File: src/dxb_map.vh
// constants for the external bus port: spaces, clock divide, pin timing
// Function
// - master clock out is input clock over four
// - one shared 16-bit bidirectional data bus
// - drive 16-bit address bus, tri-statable
// - separate program, data, io space selects
// - bus request asserted for global data memory access
// - hold idles port, floats bus, acknowledges
// - software flag output held in latch
// - branch test input sampled on branch instruction
// - tx frame sync configurable input or output
`ifndef DXB_MAP_VH
`define DXB_MAP_VH
`define DXB_SPACE_PROG 2'h0
`define DXB_SPACE_DATA 2'h1
`define DXB_SPACE_IO 2'h2
`define DXB_CLK_DIV 3'h4
`define DXB_CLK_HALF 2'h1
`define DXB_RDY_LAT 3'h4
`define DXB_ADDR_RST 16'h0000
`define DXB_DATA_RST 16'h0000
`define DXB_FLAG_RST 1'h0
`endif

File: src/dxb_port.v
// external parallel bus port: clock divider, strobe sequencer, hold, flag, branch test
`timescale 1ns/1ps
`include "dxb_map.vh"
module dxb_port #(
    parameter AW = 16,
    parameter DW = 16
) (
    // clock and reset
    input wire clk,
    input wire nrst,
    // core request side
    input wire req_valid,
    input wire req_write,
    input wire [1:0] req_space,
    input wire req_global,
    input wire [AW-1:0] req_addr,
    input wire [DW-1:0] req_wdata,
    output wire req_ready,
    output reg rsp_valid,
    output reg [DW-1:0] rsp_rdata,
    // core control side
    input wire flag_set,
    input wire flag_clr,
    input wire branch_exec,
    output reg branch_taken,
    output reg branch_done,
    input wire fsync_out_en,
    input wire fsync_drive,
    output wire fsync_level,
    // clock output
    output reg master_clock_out,
    // address bus
    output reg [AW-1:0] addr_o,
    output wire addr_oe_n,
    // data bus, three signals
    input wire [DW-1:0] data_i,
    output reg [DW-1:0] data_o,
    output wire data_oe_n,
    // space selects and control, active low, tri-statable
    output reg program_space_select_n,
    output reg data_space_select_n,
    output reg io_space_select_n,
    output reg transfer_strobe_n,
    output reg rd_wr_n,
    output wire ctrl_oe_n,
    // handshake pins
    input wire ready,
    input wire hold_n,
    output reg hold_acknowledge_n,
    output reg global_bus_request_n,
    // flag and branch test
    output reg software_flag_out,
    input wire branch_test_input,
    // tx frame sync pin
    input wire tx_frame_sync_i,
    output wire tx_frame_sync_o,
    output wire tx_frame_sync_oe_n
);
    localparam ST_IDLE = 2'h0;
    localparam ST_ADDR = 2'h1;
    localparam ST_TRANSFER_STROBE = 2'h2;
    localparam ST_HOLD = 2'h3;

    reg [1:0] state_r; // bus sequencer state
    reg [1:0] state_nxt;
    reg [1:0] div_r; // quarter-rate divider
    reg float_r; // bus lines released
    reg wr_drive_r; // data driven during write strobe
    reg [2:0] transfer_strobe_cnt_r; // strobe age, saturates at the synchroniser latency
    wire rdy_ok; // ready that belongs to the current strobe
    wire ready_s; // synchronised pins
    wire hold_n_s;
    wire bio_s;
    wire fsx_s;

    // pin synchronisers; hold reset high so no hold is seen at release
    dxb_sync #(.RST_VAL(1'b0)) u_rdy (.clk(clk), .nrst(nrst), .pin_in(ready),
        .level_out(ready_s));
    dxb_sync #(.RST_VAL(1'b1)) u_hld (.clk(clk), .nrst(nrst), .pin_in(hold_n),
        .level_out(hold_n_s));
    dxb_sync #(.RST_VAL(1'b1)) u_bio (.clk(clk), .nrst(nrst), .pin_in(branch_test_input),
        .level_out(bio_s));
    dxb_sync #(.RST_VAL(1'b0)) u_fsx (.clk(clk), .nrst(nrst), .pin_in(tx_frame_sync_i),
        .level_out(fsx_s));

    // divide by four: two cycles high, two low
    always @(posedge clk or negedge nrst) begin
        if (!nrst) begin
            div_r <= 2'h0;
            master_clock_out <= 1'b0;
        end else begin
            div_r <= div_r + 2'h1;
            master_clock_out <= (div_r <= `DXB_CLK_HALF);
        end
    end

    // one request at a time, only from idle
    assign req_ready = (state_r == ST_IDLE) && hold_n_s;

    // strobe age counter; the synchronised ready lags the pin by four edges,
    // so a ready left high by the last transfer would end the next one early
    // trade-off: a strobe lasts at least this long even on fast memory
    always @(posedge clk or negedge nrst) begin
        if (!nrst) begin
            transfer_strobe_cnt_r <= 3'h0;
        end else if (state_r != ST_TRANSFER_STROBE) begin
            transfer_strobe_cnt_r <= 3'h0; // restart for every strobe
        end else if (transfer_strobe_cnt_r != `DXB_RDY_LAT) begin
            transfer_strobe_cnt_r <= transfer_strobe_cnt_r + 3'h1;
        end
    end

    // ready only counts once it can reflect the current strobe
    assign rdy_ok = ready_s && (transfer_strobe_cnt_r == `DXB_RDY_LAT);

    // sequencer next state; hold only taken between transfers
    always @* begin
        state_nxt = state_r;
        case (state_r)
            ST_IDLE: begin
                if (!hold_n_s) begin
                    state_nxt = ST_HOLD;
                end else if (req_valid) begin
                    state_nxt = ST_ADDR;
                end
            end
            ST_ADDR: begin
                state_nxt = ST_TRANSFER_STROBE;
            end
            ST_TRANSFER_STROBE: begin
                // wait states until the peripheral reports done
                if (rdy_ok) begin
                    state_nxt = ST_IDLE;
                end
            end
            ST_HOLD: begin
                if (hold_n_s) begin
                    state_nxt = ST_IDLE;
                end
            end
            default: begin
                state_nxt = ST_IDLE;
            end
        endcase
    end

    // bus pin registers
    always @(posedge clk or negedge nrst) begin
        if (!nrst) begin
            state_r <= ST_IDLE;
            addr_o <= `DXB_ADDR_RST;
            data_o <= `DXB_DATA_RST;
            rsp_rdata <= `DXB_DATA_RST;
            rsp_valid <= 1'b0;
            program_space_select_n <= 1'b1;
            data_space_select_n <= 1'b1;
            io_space_select_n <= 1'b1;
            transfer_strobe_n <= 1'b1;
            rd_wr_n <= 1'b1;
            global_bus_request_n <= 1'b1;
            hold_acknowledge_n <= 1'b1;
            float_r <= 1'b0;
            wr_drive_r <= 1'b0;
        end else begin
            state_r <= state_nxt;
            rsp_valid <= 1'b0;
            // float lines and acknowledge while held
            float_r <= (state_nxt == ST_HOLD);
            hold_acknowledge_n <= !(state_nxt == ST_HOLD);
            if (state_r == ST_IDLE && state_nxt == ST_ADDR) begin
                addr_o <= req_addr;
                data_o <= req_wdata;
                rd_wr_n <= !req_write;
                program_space_select_n <= !(req_space == `DXB_SPACE_PROG);
                data_space_select_n <= !(req_space == `DXB_SPACE_DATA);
                io_space_select_n <= !(req_space == `DXB_SPACE_IO);
                global_bus_request_n <= !(req_global && req_space == `DXB_SPACE_DATA);
            end
            if (state_r == ST_ADDR) begin
                transfer_strobe_n <= 1'b0;
                wr_drive_r <= !rd_wr_n;
            end
            if (state_r == ST_TRANSFER_STROBE && rdy_ok) begin
                // end of transfer: drop strobe, selects, request
                transfer_strobe_n <= 1'b1;
                wr_drive_r <= 1'b0;
                program_space_select_n <= 1'b1;
                data_space_select_n <= 1'b1;
                io_space_select_n <= 1'b1;
                global_bus_request_n <= 1'b1;
                rd_wr_n <= 1'b1;
                rsp_valid <= 1'b1;
                if (rd_wr_n) begin
                    rsp_rdata <= data_i;
                end
            end
        end
    end

    // enables low while driving
    assign addr_oe_n = float_r;
    assign ctrl_oe_n = float_r;
    assign data_oe_n = !wr_drive_r || float_r;

    // software flag latch; set wins over clear
    always @(posedge clk or negedge nrst) begin
        if (!nrst) begin
            software_flag_out <= `DXB_FLAG_RST;
        end else if (flag_set) begin
            software_flag_out <= 1'b1;
        end else if (flag_clr) begin
            software_flag_out <= 1'b0;
        end
    end

    // branch test: sampled at instruction, taken on low level
    always @(posedge clk or negedge nrst) begin
        if (!nrst) begin
            branch_taken <= 1'b0;
            branch_done <= 1'b0;
        end else begin
            branch_done <= branch_exec;
            if (branch_exec) begin
                branch_taken <= !bio_s;
            end
        end
    end

    // frame sync direction; input path is synchronised, output is core level
    assign tx_frame_sync_o = fsync_drive;
    assign tx_frame_sync_oe_n = !fsync_out_en;
    assign fsync_level = fsync_out_en ? fsync_drive : fsx_s;
endmodule

File: src/dxb_sync.v
// three-stage pin synchroniser with second/third agreement filter
`timescale 1ns/1ps
module dxb_sync #(
    parameter RST_VAL = 1'b0
) (
    // clock and reset
    input wire clk,
    input wire nrst,
    // pin side
    input wire pin_in,
    // filtered level
    output reg level_out
);
    reg s1_r; // first stage, read only by s2_r
    reg s2_r;
    reg s3_r;

    // shift chain; output changes only when stages two and three agree
    always @(posedge clk or negedge nrst) begin
        if (!nrst) begin
            s1_r <= RST_VAL;
            s2_r <= RST_VAL;
            s3_r <= RST_VAL;
            level_out <= RST_VAL;
        end else begin
            s1_r <= pin_in;
            s2_r <= s1_r;
            s3_r <= s2_r;
            if (s2_r == s3_r) begin
                level_out <= s3_r;
            end
        end
    end
endmodule

File: config.mk
export PLATFORM = sky130hd
export DESIGN_NAME = dxb_port
export DESIGN_NICKNAME = d
export VERILOG_FILES = /design/src/dxb_port.v /design/src/dxb_sync.v
export VERILOG_INCLUDE_DIRS = /design/src
export SDC_FILE = /design/constraint.sdc
export NUM_CORES = 1
export LEC_CHECK = 0
export ABC_AREA = 1
export BUFFER_PORTS_ARGS = -buffer_cell sky130_fd_sc_hd__buf_4
export CORE_MARGIN = 5
export CORE_UTILIZATION = 43
export DETAILED_ROUTE_END_ITERATION = 10
export PLACE_DENSITY = 0.75
export SLEW_MARGIN = 5
export SYNTH_ARGS = -nofsm -noshare
export SYNTH_HDL_FRONTEND = slang
export SYNTH_HIERARCHICAL = 1
export SYNTH_SLANG_ARGS = --single-unit
File: constraint.sdc
create_clock -name clk -period 1.3 [get_ports clk]
set_input_delay 0.26 -clock clk [delete_from_list [all_inputs] [get_ports clk]]
set_output_delay 0.26 -clock clk [all_outputs]
set_load 0.02 [all_outputs]
==> flow_summary.yaml <==
sta:
  max_freq_mhz: 691.6
  rsz0062_at_grt: "true"
  fin_ws_ns: -0.1458
  skew_ns: 0.01219
  slew_viol_final: 0
  final-setup-viol-count: 38
  worst_pin_slew_ns: 0.3357
  post-route-period-util_pct: 111.2
  period_needed_ns: 1.446
  hold_violations: 0
  timing.hold.ws_ns: 0.01976
  timing.slew.headroom_pct: 77.62
synthesis:
  yosys_register_bits: 85
  ys_seq_area_share_pct: 64.21
  synth_nets: 409
  synthCells: 342
  synth.distinct_cells: 25
  ys_warn_count: 6
  synth_area_per_cell_um2: 9.772
  syn_area_um2: 3342
global_route:
  grt_pass1_vias: 2765
  antenna_found_initial: 0
  grt_pass1_wl_mm: 13.05
  grt_max_degree: 32
  grt-ovfl-total: 0
  grt_use_total_pct: 16.64
finish:
  n_antenna_cell: 0
  drive_above_1_share_pct: 54.07
  regArea_um2: 2146
  final_common_cell: "buf_4"
  final_cells: 618
  stdcell_area_um2: 5477
  final_cell_mix: "buf_4 (141), dfrtp_1 (70), nand2_1 (57)"
  nNetsFinal: 578
  final_core_util_pct: 71.61
  multi_input_area_um2: 1230
  syn_to_final_growth_pct: 63.87
  n_fill_cell: 573
pwr:
  p_leak_nw: 2.863
  combPwrFrac_pct: 48.2
  ir_worst_vdd_uv: 1074
  power.share.switching_pct: 39.27
  p_per_area_nw_per_um2: 2135
  internal-power_mw: 7.102
  p_switching_mw: 4.593
  seqPwrFrac_pct: 37.8
  p_clk_share_pct: 13.9
die:
  io-pin-count: 131
  start_util_pct: 43.70
  die_y_um: 98.16
  die_w_um: 98.16
  die-area_um2: 9635
  rows: 32
  core_um2: 7647
clock_tree:
  cts_buffer_depth: 2
  path_clk_slew_ns: 0.08
  clock-sinks: 85
  cts_buffers: 9
  clock_latency_ns: 0.34
  cts-root-buf: "clkbuf_8"
  cts_tree: "built"
  h-tree-depth: 3
run:
  cap_violations: 0
drt:
  dr.pass1.iters: 4
  drt_iter0_markers: 52
  drc: 0
  wl_mm: 8.765
  wl_per_cell_um: 14.18
  viasPerCell: 4.670
  antenna_left: 0
  via_count: 2886
setup_path:
  crit_path_max_fanout: 2
  rrSetupSlack_ns: -0.11
  cp-start-kind: "register"
  rr_startpoint: "u_hld/level_out$_DFFE_PN1N_"
  rr_worst_depth: 6
  r2r-end: "data_o[4]$_DFFE_PN0P_"
  cp_data_required_time_ns: 1.04
  critPathKind: "reg2out"
  crit_path_end_kind: "output port"
  crit_arrival_ns: 1.19
worst_hold_path:
  min_from: "branch_test_input"
  hold_depth: 1
  hold_class: "in2reg"
  whs_endpoint: "u_bio/s1_r$_DFF_PN1_"
outcome:
  violations: "negative setup slack"
  status: "finished with violations"
placed_design:
  dp.cells: 571
  io_buffers: 130
  dpl_cell_area_um2: 4527
  dp_hpwl_mm: 5.503
  finalWeightedCongestion: 0.8262
  dp_slack_ns: -0.04552
==> flip-flops by register name (all words and copies together), names as in the netlist, 2 cells and up <==
name,cells
state_r,2
transfer_strobe_cnt_r,3
data_o,16
div_r,2
rsp_rdata,16
addr_o,16
==> metal layers <==
metal  vias to the layer above  track usage, %  share of wire [%]
met5                         -               0                  0
met4                         0           6.197                1.3
met3                        11           4.929                7.7
met2                       118           26.75                 48
met1                      1373           21.41                 43
li1                       1384               -                  -
==> timing repair <==
action,4_1_cts,5_1_grt
resized for setup,24,121
pin swaps,6,8
gates cloned,3,7
hold endpoints to repair,13,1
hold buffers,1,1
setup buffers,9,12
setup endpoints to repair,37,66
==> power groups by stage <==
stage / clock network [mW] / logic [mW] / registers (mW)
6_report: 1.63 / 5.64 / 4.42
5_1_grt: 1.79 / 6.05 / 4.54
4_1_cts: 1.68 / 4.82 / 4.27
3_5_place_dp: 0 / 4.51 / 4.34
3_3_place_gp: 0 / 4.37 / 4.31
2_1_floorplan: 0 / 1.46 / 5.23
==> cells by family (layout without fill, tap and decap cells) <==
logic type	count (synthesis)	count (layout)	share of synthesized area, %
buffers and inverters	69	243	9.210
adder cells (fa/ha/maj)	3	3	1.123
flip-flops	85	85	64.21
AO/OA/AOI/OAI	44	44	6.739
XOR/XNOR	1	1	0.2621
AND/OR/NAND/NOR	140	140	18.46
==> area by class of cell <==
cell class | instances | share of cell area, %
Timing Repair Buffer | 172 | 29.15
Tap cell | 102 | 2.330
Inverter | 55 | 3.770
Sequential cell | 85 | 39.18
Multi-Input combinational cell | 188 | 22.46
Clock inverter | 3 | 0.3884
Clock buffer | 13 | 2.719
==> Yosys cell counts <==
cell / n / area (um^2)
nand2_1: 94 / 352.8
dfrtp_1: 70 / 1752
inv_1: 54 / 202.7
o21ai_0: 37 / 185.2
nand3_1: 24 / 120.1
dfstp_2: 15 / 394.1
nor2_1: 12 / 45.04
a21oi_1: 5 / 25.02
buf_2: 4 / 20.02
buf_4: 3 / 22.52
buf_6: 3 / 33.78
clkbuf_1: 3 / 11.26
ha_1: 3 / 37.54
nand2_2: 2 / 12.51
nand2_4: 2 / 22.52
o21bai_1: 2 / 15.01
clkbuf_8: 1 / 13.76
inv_2: 1 / 3.750
nand3_2: 1 / 10.01
nand4_2: 1 / 12.51
nor2_8: 1 / 20.02
nor3_1: 1 / 5.000
nor3_2: 1 / 10.01
or2_2: 1 / 6.260
xnor2_1: 1 / 8.760
==> worst max-delay path, stage by stage (launching register included) <==
cell and delay (ns):
dfstp_2 0.55, inv_2 0.05, nor3_2 0.09, buf_4 0.16
==> how the worst max path moves through the flow <==
stage,from,to,slack [ns],depth (start not counted)
floorplan,transfer_strobe_cnt_r[1]$_DFFE_PN0P_,rsp_rdata[10]$_DFFE_PN0P_,0.01,8
CTS,u_hld/level_out$_DFFE_PN1N_,req_ready,-0.17,3
detailed placement,u_hld/level_out$_DFFE_PN1N_,data_o[9]$_DFFE_PN0P_,-0.05,3
global placement,u_hld/level_out$_DFFE_PN1N_,data_o[10]$_DFFE_PN0P_,0.01,4
finish,u_hld/level_out$_DFFE_PN1N_,req_ready,-0.15,3
global route,u_hld/level_out$_DFFE_PN1N_,req_ready,-0.22,3
==> stage by stage <==
step           power, mW  setup TNS (ns)
3_5_place_dp       8.850         -0.3161
5_1_grt            12.38          -5.458
4_1_cts            10.76          -3.504
6_report           11.69          -2.801
3_3_place_gp       8.679               0
2_1_floorplan      6.696               0
No activity file was read; power rests on OpenSTA's default activity.
